<file path="src/core/lbus_watchpoint_defines.vh">
// Offsets, field positions, encodings and reset values of the L-bus debug logic
`ifndef LBUS_WATCHPOINT_DEFINES_VH
`define LBUS_WATCHPOINT_DEFINES_VH
`define SPR_LBUS_COMPARATOR_CONFIG 10'h09C
`define SPR_LBUS_WATCHPOINT_CONFIG 10'h09D
`define LBUS_CMP_CFG_RESET         32'h00000000
`define LBUS_WP_CFG_RESET          32'h00000000
// Writable bits of each register; reserved bits read zero
`define LBUS_CMP_CFG_WMASK         32'hFFFFFFFC
`define LBUS_WP_CFG_WMASK          32'hFFFFF803
// Comparator configuration fields (bit 0 of the manual is bit 31 here)
`define CT_ADDR0      31:29
`define CT_ADDR1      28:26
`define CT_DATA0      25:23
`define CT_DATA1      22:20
`define RW_ADDR0      19:18
`define RW_ADDR1      17:16
`define SZ_DATA0      15:14
`define SZ_DATA1      13:12
`define SG_DATA0      11
`define SG_DATA1      10
`define BM_DATA0      9:6
`define BM_DATA1      5:2
// Watchpoint configuration fields
`define WP0_EN        31
`define WP0_IA        30:29
`define WP0_IA_CARE   28
`define WP0_LA        27:26
`define WP0_LA_CARE   25
`define WP0_LD        24:23
`define WP0_LD_CARE   22
`define WP1_EN        21
`define WP1_IA        20:19
`define WP1_IA_CARE   18
`define WP1_LA        17:16
`define WP1_LA_CARE   15
`define WP1_LD        14:13
`define WP1_LD_CARE   12
`define BRK_NONMASK   11
`define DEV_TRAP0     3
`define DEV_TRAP1     2
`define SW_TRAP0      1
`define SW_TRAP1      0
// Compare type codes
`define CT_EQ         3'h4
`define CT_LT         3'h5
`define CT_GT         3'h6
`define CT_NE         3'h7
// Read/write qualifier codes
`define RW_WRITE      2'h3
`define RW_READ       2'h2
// Compare size codes
`define SZ_WORD       2'h1
`define SZ_HALF       2'h2
`define SZ_BYTE       2'h3
// Show-cycle codes
`define SC_ALL        2'h0
`define SC_FLOW       2'h1
`define SC_INDIRECT   2'h2
`define SC_NONE       2'h3
// Event combine codes
`define SEL_FIRST     2'h0
`define SEL_SECOND    2'h1
`define SEL_AND       2'h2
`define SEL_OR        2'h3
`endif

</file>
<file path="src/core/lbus_watchpoint_compare_ctrl.v">
// Show-cycle control and L-bus watchpoint comparators with their registers
`include "lbus_watchpoint_defines.vh"

module lbus_watchpoint_compare_ctrl (
  input  wire        ref_clk,
  input  wire        rstn,
  input  wire [9:0]  spr_addr,
  input  wire        spr_wr,
  input  wire        spr_rd,
  input  wire [31:0] spr_wdata,
  output reg  [31:0] spr_rdata_r,
  input  wire [2:0]  showcycle_serialize_field,
  input  wire        fetch_valid,
  input  wire        flow_change,
  input  wire        flow_indirect,
  output reg         serialize_core_r,
  output reg         fetch_showcycle_r,
  input  wire        lbus_valid,
  input  wire        lbus_write,
  input  wire [31:0] lbus_addr,
  input  wire [31:0] lbus_data,
  input  wire [31:0] ref_addr0,
  input  wire [31:0] ref_addr1,
  input  wire [31:0] ref_data0,
  input  wire [31:0] ref_data1,
  input  wire [3:0]  ibus_wp_event,
  input  wire [1:0]  dev_trap_enable,
  input  wire        recoverable_irq_status,
  output reg  [3:0]  cmp_match_r,
  output reg  [1:0]  lbus_wp_r,
  output reg  [1:0]  sw_break_r,
  output reg  [1:0]  dev_break_r
);

  reg  [31:0] lbus_comparator_config_r;
  reg  [31:0] lbus_watchpoint_config_r;
  reg  [31:0] rdata_nxt;
  reg  [3:0]  match_nxt;
  reg  [1:0]  wp_nxt;
  reg         recog;
  reg         sc_nxt;

  wire [1:0]  fetch_showcycle_code;
  wire        serialize_disable;
  wire        breakpoint_nonmask;

  assign serialize_disable    = showcycle_serialize_field[2];
  assign fetch_showcycle_code = showcycle_serialize_field[1:0];
  assign breakpoint_nonmask   = lbus_watchpoint_config_r[`BRK_NONMASK];

  // Signed magnitude compare of two 33-bit operands, zero- or sign-extended by the caller
  function cmp_fn;
    input [2:0]  ctype;
    input [32:0] a;
    input [32:0] b;
    reg signed [32:0] sa;
    reg signed [32:0] sb;
    begin
      sa = a;
      sb = b;
      case (ctype)
        `CT_EQ:  cmp_fn = (sa == sb);
        `CT_LT:  cmp_fn = (sa < sb);
        `CT_GT:  cmp_fn = (sa > sb);
        `CT_NE:  cmp_fn = (sa != sb);
        default: cmp_fn = 1'b0;
      endcase
    end
  endfunction

  // Address operand: always unsigned
  function [32:0] addr_ext;
    input [31:0] a;
    begin
      addr_ext = {1'b0, a};
    end
  endfunction

  // Data operand: byte lanes masked, then sized and extended
  function [32:0] data_ext;
    input [31:0] d;
    input [3:0]  mask;
    input [1:0]  size;
    input        sgn;
    reg   [31:0] m;
    begin
      // Mask bit 3 covers the first byte lane, bits 31:24
      m = d & ~{{8{mask[3]}}, {8{mask[2]}},
                {8{mask[1]}}, {8{mask[0]}}};
      case (size)
        `SZ_HALF: data_ext = {{17{sgn & m[15]}}, m[15:0]};
        `SZ_BYTE: data_ext = {{25{sgn & m[7]}}, m[7:0]};
        default:  data_ext = {sgn & m[31], m};
      endcase
    end
  endfunction

  // Read/write qualification of an address comparator
  function rw_ok;
    input [1:0] q;
    input       wr;
    begin
      case (q)
        `RW_WRITE: rw_ok = wr;
        `RW_READ:  rw_ok = ~wr;
        default:   rw_ok = 1'b1;
      endcase
    end
  endfunction

  // Combine two comparator matches per a 2-bit selector
  function sel_fn;
    input [1:0] s;
    input       x;
    input       y;
    begin
      case (s)
        `SEL_FIRST:  sel_fn = x;
        `SEL_SECOND: sel_fn = y;
        `SEL_AND:    sel_fn = x & y;
        default:     sel_fn = x | y;
      endcase
    end
  endfunction

  // One watchpoint: enabled and all cared-for event groups detected
  function wp_fn;
    input       en;
    input [1:0] ia;
    input       ia_care;
    input [1:0] la;
    input       la_care;
    input [1:0] ld;
    input       ld_care;
    input [3:0] ib;
    input [3:0] mt;
    reg         ev_i;
    reg         ev_a;
    reg         ev_d;
    begin
      ev_i  = ~ia_care | ib[ia];
      ev_a  = ~la_care | sel_fn(la, mt[0], mt[1]);
      ev_d  = ~ld_care | sel_fn(ld, mt[2], mt[3]);
      wp_fn = en & ev_i & ev_a & ev_d;
    end
  endfunction

  // Special-purpose register writes; reserved bits stay zero
  always @(posedge ref_clk) begin
    if (!rstn) begin
      lbus_comparator_config_r <= `LBUS_CMP_CFG_RESET;
      lbus_watchpoint_config_r <= `LBUS_WP_CFG_RESET;
    end else begin
      if (spr_wr && spr_addr == `SPR_LBUS_COMPARATOR_CONFIG) begin
        // Fields at 0:2 .. 9:11 map to bits 31:20
        lbus_comparator_config_r <=
          spr_wdata & `LBUS_CMP_CFG_WMASK;
      end
      if (spr_wr && spr_addr == `SPR_LBUS_WATCHPOINT_CONFIG) begin
        lbus_watchpoint_config_r[31:11] <= spr_wdata[31:11];
        lbus_watchpoint_config_r[1:0]   <= spr_wdata[1:0];
      end
      // Development-port trap enables are read-only, set from outside
      lbus_watchpoint_config_r[`DEV_TRAP0] <= dev_trap_enable[0];
      lbus_watchpoint_config_r[`DEV_TRAP1] <= dev_trap_enable[1];
    end
  end

  // Register read data; unmapped numbers read zero
  always @* begin
    rdata_nxt = spr_rdata_r;
    if (spr_rd) begin
      case (spr_addr)
        `SPR_LBUS_COMPARATOR_CONFIG: rdata_nxt = lbus_comparator_config_r;
        `SPR_LBUS_WATCHPOINT_CONFIG: rdata_nxt = lbus_watchpoint_config_r;
        default:                     rdata_nxt = 32'h00000000;
      endcase
    end
  end

  // Show-cycle selection per fetched instruction
  always @* begin
    case (fetch_showcycle_code)
      `SC_ALL:      sc_nxt = fetch_valid;
      `SC_FLOW:     sc_nxt = fetch_valid & flow_change;
      `SC_INDIRECT: sc_nxt = fetch_valid & flow_change
                             & flow_indirect;
      `SC_NONE:     sc_nxt = 1'b0;
      default:      sc_nxt = 1'b0;
    endcase
  end

  // Comparator stage: E/F watch the address, G/H the data
  always @* begin
    match_nxt[0] = lbus_valid
      & rw_ok(lbus_comparator_config_r[`RW_ADDR0], lbus_write)
      & cmp_fn(lbus_comparator_config_r[`CT_ADDR0],
               addr_ext(lbus_addr), addr_ext(ref_addr0));
    match_nxt[1] = lbus_valid
      & rw_ok(lbus_comparator_config_r[`RW_ADDR1], lbus_write)
      & cmp_fn(lbus_comparator_config_r[`CT_ADDR1],
               addr_ext(lbus_addr), addr_ext(ref_addr1));
    match_nxt[2] = lbus_valid
      & cmp_fn(lbus_comparator_config_r[`CT_DATA0],
          data_ext(lbus_data, lbus_comparator_config_r[`BM_DATA0],
                   lbus_comparator_config_r[`SZ_DATA0],
                   lbus_comparator_config_r[`SG_DATA0]),
          data_ext(ref_data0, lbus_comparator_config_r[`BM_DATA0],
                   lbus_comparator_config_r[`SZ_DATA0],
                   lbus_comparator_config_r[`SG_DATA0]));
    match_nxt[3] = lbus_valid
      & cmp_fn(lbus_comparator_config_r[`CT_DATA1],
          data_ext(lbus_data, lbus_comparator_config_r[`BM_DATA1],
                   lbus_comparator_config_r[`SZ_DATA1],
                   lbus_comparator_config_r[`SG_DATA1]),
          data_ext(ref_data1, lbus_comparator_config_r[`BM_DATA1],
                   lbus_comparator_config_r[`SZ_DATA1],
                   lbus_comparator_config_r[`SG_DATA1]));
  end

  // Watchpoint stage built from the registered comparator matches
  always @* begin
    wp_nxt[0] = wp_fn(lbus_watchpoint_config_r[`WP0_EN],
                      lbus_watchpoint_config_r[`WP0_IA],
                      lbus_watchpoint_config_r[`WP0_IA_CARE],
                      lbus_watchpoint_config_r[`WP0_LA],
                      lbus_watchpoint_config_r[`WP0_LA_CARE],
                      lbus_watchpoint_config_r[`WP0_LD],
                      lbus_watchpoint_config_r[`WP0_LD_CARE],
                      ibus_wp_event, cmp_match_r);
    wp_nxt[1] = wp_fn(lbus_watchpoint_config_r[`WP1_EN],
                      lbus_watchpoint_config_r[`WP1_IA],
                      lbus_watchpoint_config_r[`WP1_IA_CARE],
                      lbus_watchpoint_config_r[`WP1_LA],
                      lbus_watchpoint_config_r[`WP1_LA_CARE],
                      lbus_watchpoint_config_r[`WP1_LD],
                      lbus_watchpoint_config_r[`WP1_LD_CARE],
                      ibus_wp_event, cmp_match_r);
    recog = breakpoint_nonmask | recoverable_irq_status;
  end

  // Output flops
  always @(posedge ref_clk) begin
    if (!rstn) begin
      spr_rdata_r       <= 32'h00000000;
      serialize_core_r  <= 1'b1;
      fetch_showcycle_r <= 1'b0;
      cmp_match_r       <= 4'h0;
      lbus_wp_r         <= 2'h0;
      sw_break_r        <= 2'h0;
      dev_break_r       <= 2'h0;
    end else begin
      spr_rdata_r       <= rdata_nxt;
      // Code 00 keeps the core serialized even if disable is set
      serialize_core_r  <= ~serialize_disable
        | (fetch_showcycle_code == `SC_ALL);
      fetch_showcycle_r <= sc_nxt;
      cmp_match_r       <= match_nxt;
      lbus_wp_r         <= wp_nxt;
      sw_break_r[0]     <= wp_nxt[0] & recog
        & lbus_watchpoint_config_r[`SW_TRAP0];
      sw_break_r[1]     <= wp_nxt[1] & recog
        & lbus_watchpoint_config_r[`SW_TRAP1];
      dev_break_r[0]    <= wp_nxt[0] & recog
        & lbus_watchpoint_config_r[`DEV_TRAP0];
      dev_break_r[1]    <= wp_nxt[1] & recog
        & lbus_watchpoint_config_r[`DEV_TRAP1];
    end
  end

endmodule // lbus_watchpoint_compare_ctrl

</file>
<file path="config.mk">
export PLATFORM = sky130hd
export DESIGN_NAME = lbus_watchpoint_compare_ctrl
export DESIGN_NICKNAME = d
export VERILOG_FILES = /design/src/core/lbus_watchpoint_compare_ctrl.v
export VERILOG_INCLUDE_DIRS = /design/src /design/src/core
export SDC_FILE = /design/constraint.sdc
export NUM_CORES = 1
export LEC_CHECK = 0
export BUFFER_PORTS_ARGS = -buffer_cell sky130_fd_sc_hd__buf_2
export CORE_AREA = 5 5 132 134
export DETAILED_ROUTE_END_ITERATION = 10
export DIE_AREA = 0 0 137 139
export PLACE_DENSITY = 0.86
export SETUP_SLACK_MARGIN = 0.05
export SLEW_MARGIN = 10
export SYNTH_ARGS = -nofsm -noshare
export SYNTH_HDL_FRONTEND = slang
export SYNTH_SLANG_ARGS = --single-unit
</file>
<file path="constraint.sdc">
create_clock -name ref_clk -period 5.5 [get_ports ref_clk]
set_input_delay 0.275 -clock ref_clk [delete_from_list [all_inputs] [get_ports ref_clk]]
set_output_delay 0.275 -clock ref_clk [all_outputs]
set_load 0.005 [all_outputs]
</file>
; ---- Yosys cells after proc, flatten, opt, wreduce, memory -nomap -nowiden
; Index checks and enable logic that the tools add are counted.
[classes]
n_mux = 20
eq_ne = 45
n_bitwise = 58
order_cmp = 10
reduce_logical = 7
[op_table]
columns = cell, count
row1 = $pmux W33 S2, 4
row2 = $and A32 B32 Y32, 4
row3 = $eq A33 B33 Y1, 2
row4 = $gt A33 B33 Y1, 2
row5 = $lt A33 B33 Y1, 2
row6 = $ne A33 B33 Y1, 2
row7 = $eq A32 B32 Y1, 2
row8 = $gt A32 B32 Y1, 2
row9 = $lt A32 B32 Y1, 2
row10 = $ne A32 B32 Y1, 2
row11 = $not A32 Y32, 2
row12 = $pmux W32 S2, 1
row13 = $eq A3 B3 Y1 const B, 16
row14 = $and A1 B1 Y1, 34
row15 = $eq A2 B2 Y1 const B, 14
row16 = $eq A10 B8 Y1 const B, 2
row17 = $pmux W1 S4, 5
row18 = $pmux W1 S3, 4
row19 = $eq A2 B1 Y1 const B, 5
row20 = $logic_not A2 Y1, 5
row21 = $or A1 B1 Y1, 10
row22 = $not A1 Y1, 8
row23 = $lt A2 B3 Y1 const B, 2
row24 = $bmux W1 S2, 2
row25 = other kinds (3), 6
[word_totals]
ff_bits = 99
wordCells = 150
input_bits = 253

; ---- Depth between registers and ports, before layout
[depth]
ltp_word = 8
depth_mapped = 15
depth_no_buf = 14

; ---- Least setup slack after synthesis
; No wires, ideal clock.
[synth_timing]
kind = register to register
startpoint = register lbus_comparator_config_r[2]
endpoint = register cmp_match_r[3]
arrival_ns = 3.046
slack_ns = 2.363
path_stages_with_launch = 15
n_path_buf = 2
path_cell_list = dfxtp_1 buf_2 nor2b_1 a22o_1 a21boi_1 clkbuf_1 nor2_1 ha_1 a21o_1 nand3_1 a21oi_1 o31a_1 o31a_1 or2_1 a311oi_1
[synth_between]
elab_chain_len = 7
elab_cells_between_ends = 13
cone_classes = 2 x order compare / 2 x eq/ne / 3 x mux / 6 x bitwise
[synth_rtl]
columns = item, line
row1 = start: declaration, lbus_watchpoint_compare_ctrl.v:35  ; reg [31:0] lbus_comparator_config_r;
row2 = start signal: assignment, lbus_watchpoint_compare_ctrl.v:151  ; lbus_comparator_config_r <= `LBUS_CMP_CFG_RESET;
row3 = start signal: assignment, lbus_watchpoint_compare_ctrl.v:156  ; lbus_comparator_config_r <=
row4 = $not A32 Y32 *, lbus_watchpoint_compare_ctrl.v:88  ; m = d & ~{{8{mask[3]}}, {8{mask[2]}},
row5 = $and A32 B32 Y32, lbus_watchpoint_compare_ctrl.v:88
row6 = $and A1 B1 Y1, lbus_watchpoint_compare_ctrl.v:92  ; `SZ_BYTE: data_ext = {{25{sgn & m[7]}}, m[7:0]};
row7 = $pmux W33 S2, lbus_watchpoint_compare_ctrl.v:90  ; case (size)
row8 = $gt A33 B33 Y1 (tied with other cells), lbus_watchpoint_compare_ctrl.v:64  ; `CT_GT: cmp_fn = (sa > sb);
row9 = $pmux W1 S4 *, lbus_watchpoint_compare_ctrl.v:61  ; case (ctype)
row10 = $and A1 B1 Y1 *, lbus_watchpoint_compare_ctrl.v:211  ; match_nxt[3] = lbus_valid
row11 = end signal: assignment, lbus_watchpoint_compare_ctrl.v:258  ; cmp_match_r <= match_nxt;
row12 = end: declaration, lbus_watchpoint_compare_ctrl.v:29  ; output reg [3:0] cmp_match_r,
; Every way passes the cells marked *; elsewhere a longest branch is shown, timed or not.
; A chain may end at the register's enable or synchronous reset.

; ---- Final worst setup path
; Ends and elaborated chain as after synthesis.

==> flow_metrics.py <==
metrics = {
    "sta": {
        "grt_setup_unrepaired": "false",
        "timing_max_transition_violations_final": 0,
        "relSlewSlack": 0.191,
        "final.period_utilization": 0.738,
        "final_period_minus_worst_setup_slack_ps": 4060,
        "setup_viol": 0,
        "setup_tns_ps": 0,
        "holdWs_ps": 116,
        "fmax_mhz": 246,
        "worst_clock_skew_ps": 10.1,
        "worst_pin_slew_ps": 1210,
        "hold_viol": 0,
    },
    "grt": {
        "global_route.usage.total": 0.276,
        "globalRouteOverflowTotal": 0,
        "grt_pass1_vias": 8997,
        "antenna_found_initial": 3,
        "grt_pass1_wl_mm": 43.3,
        "largest_net_degree_at_the_start_of_global_routing": 96,
    },
    "yosys": {
        "synth_top_cells_by_count": "139 x sky130_fd_sc_hd__nand2_1, 130 x sky130_fd_sc_hd__ha_1, 109 x sky130_fd_sc_hd__a21oi_1",
        "synth_enable_flop_cells": 0,
        "synth_cell_type_count": 53,
        "yosysSeqAreaShare": 0.226,
        "netlist.area_leader.share": 0.226,
        "postSynthAreaPerCell_um2": 7.60,
        "synth.largest_area_cell": "sky130_fd_sc_hd__dfxtp_1",
        "synth_cells": 1153,
        "synth.yosys.warnings": 0,
        "async_flop_share": 0,
        "yosys-top-cells-area": "sky130_fd_sc_hd__dfxtp_1 23%, sky130_fd_sc_hd__ha_1 19%, sky130_fd_sc_hd__a21oi_1 6.2%",
        "postSynthNetCount": 1536,
        "ys_seq_elements": 99,
        "cell_area_after_synthesis_um2": 8760,
        "synth.most_common_cell": "sky130_fd_sc_hd__nand2_1",
        "ys_dominant_reg_cell": "sky130_fd_sc_hd__dfxtp_1",
    },
    "worst_setup_path": {
        "path_common_cell": "sky130_fd_sc_hd__nor4_1",
        "critical_path.endpoint_type": "register",
        "start_kind": "register",
        "crit_chain": "nor2b_1 > a22o_1 > a21boi_1 > nor2_1 > ha_1 > nand4_1 > nor4_1 > inv_1 > a41oi_2 > nor4_1 > or2_1 > a311oi_1",
        "critical-path-max-stage-delay_ps": 940,
        "worst_path_max_delay_cell": "sky130_fd_sc_hd__a21boi_1",
        "critPathMaxFanout": 19,
        "timing.critical_path.required_ps": 5760,
        "r2r_setup_slack_ps": 1440,
        "critical_path_class": "register to register",
        "crit_arrival_ps": 4320,
    },
    "finish": {
        "share_of_final_layout_standard_cells_stronger_than_drive_strength_1": 0.248,
        "non_filler_instances": 1633,
        "final_util": 0.658,
        "synthesis_to_layout_area_growth_pct": 21.5,
        "num-fill-cells": 1357,
        "design.final.nets": 1788,
    },
    "floorplanning": {
        "io_pins": 297,
        "dieArea_um2": 19000,
        "num_rows": 47,
        "die_y_um": 139,
        "die_width_um": 137,
        "start_util": 0.542,
        "core_area_um2": 16200,
    },
    "status": {
        "outcome": "finished, final reports clean",
    },
    "route": {
        "antenna_violating_nets_post_route": 0,
        "detail_route.iter0.violations": 720,
        "via_count": 9380,
        "drcViolationCount": 0,
        "wl_mm": 27.5,
        "routed_wl_per_cell_um": 16.8,
        "drtPass1Iterations": 5,
        "via_per_inst": 5.74,
    },
    "clock_tree": {
        "cts-resized-gates": 0,
        "postCtsHoldBufs": 0,
        "clock_sinks": 99,
        "post_cts.repair.setup_buffers": 0,
        "clk_path_buf_depth": 2,
        "insertion_delay_ps": 350,
        "tritoncts_clock_tree": "built",
        "path_clk_slew_ps": 80,
        "cts_max_level": 3,
        "num_cts_buffers": 9,
        "clk_root_buffer_cell": "sky130_fd_sc_hd__clkbuf_16",
    },
    "power_and_ir_drop": {
        "power_leakage_nw": 5.31,
        "powerDensity_nw_per_um2": 169,
        "peakVddDrop_v": 0.000162,
    },
    "place": {
        "gp_routability_congestion": 0.905,
        "placement.io_buffers": 296,
        "dp_hpwl_mm": 21.7,
        "dp.cells": 1614,
    },
    "run": {
        "maxCapViolations": 0,
    },
    "min_path": {
        "worst_hold_path_type": "input port to register",
    },
}
-- cell usage in the layout (no fill, tap or decap), drive strengths merged, types with 9 or more instances in the layout --
cell and count:
buf 301, nand2 139, ha 130, a21oi 109, dfxtp 99, inv 82, a21boi 80, a21o 71
nand3 64, nand2b 58, nor2 56, nor2b 41, nand4 34, o21ai 29, mux2 18, clkbuf 9
and2 9
-- final cells by class --
cell class | count | area (um^2) | share of cell area
clock buffers | 9 | 225 | 0.0212
multi-input cells | 915 | 6250 | 0.587
repair buffers | 301 | 1520 | 0.143
clock inverters | 7 | 92.6 | 0.00870
diodes | 3 | 7.51 | 0.000705
flip-flops and latches | 99 | 1980 | 0.186
inverters | 79 | 297 | 0.0279
well taps | 220 | 275 | 0.0259
-- final timing paths --
kind | depth (start not counted) | start | endpoint
min reg2reg | 2 | lbus_watchpoint_config_r[28] | lbus_watchpoint_config_r[28]
max | 12 | lbus_comparator_config_r[2] | cmp_match_r[3]
max reg2reg | 12 | lbus_comparator_config_r[2] | cmp_match_r[3]
min | 2 | showcycle_serialize_field[2] | serialize_core_r
-- critical path: cells and delay by family (launching register included) --
| kind | cells | cell delay [ps] |
|---|---|---|
| adder cells (fa/ha/maj) | 1 | 360 |
| AND/OR/NAND/NOR | 6 | 1160 |
| AO/OA/AOI/OAI | 4 | 1670 |
| buffers and inverters | 1 | 100 |
| flip-flops | 1 | 660 |
-- layer usage --
metal	vias to the layer above	part of all wire	routed length, um	track usage
met3	56	0.079	2170	0.0454
met1	4380	0.41	11200	0.356
met2	387	0.49	13400	0.469
li1	4557	-	-	-
met4	0	0.026	709	0.0830
met5	-	0	0	0
-- sequential cells by signal, summed over array words and instances, names as in the netlist --
name,count
lbus_watchpoint_config_r,25
lbus_comparator_config_r,30
serialize_core_r,1
cmp_match_r,4
sw_break_r,2
fetch_showcycle_r,1
spr_rdata_r,32
dev_break_r,2
lbus_wp_r,2
-- stage by stage --
| stage | setup slack, ps | total power, mW | area, um^2 |
|---|---|---|---|
| 2_1_floorplan | 2360 | 0.973 | 8760 |
| 3_3_place_gp | 1650 | 1.13 | 10300 |
| 3_5_place_dp | 1530 | 1.14 | 10300 |
| 4_1_cts | 1500 | 1.80 | 10600 |
| 5_1_grt | 1130 | 1.89 | 10600 |
| 6_report | 1440 | 1.80 | 10600 |
-- cells by family after synthesis --
family                     after synthesis  share of synthesized area
and+or+nand+nor                        434                      0.251
AOI/OAI and AO/OA                      329                      0.245
buffers and inverters                  139                     0.0617
adders and majority gates              130                      0.186
DFF                                     99                      0.226
muxes                                   20                     0.0283
xor gates and xnor gates                 2                    0.00200
-- power by group --
part           total (mW)  internal (mW)  leakage (nW)  switching, mW
Clock               0.675          0.365         0.155          0.309
Combinational       0.407          0.203          4.36          0.204
Sequential          0.718          0.718         0.798       0.000732
Total                1.80           1.29          5.31          0.514
(Power assumes the default switching activity.)
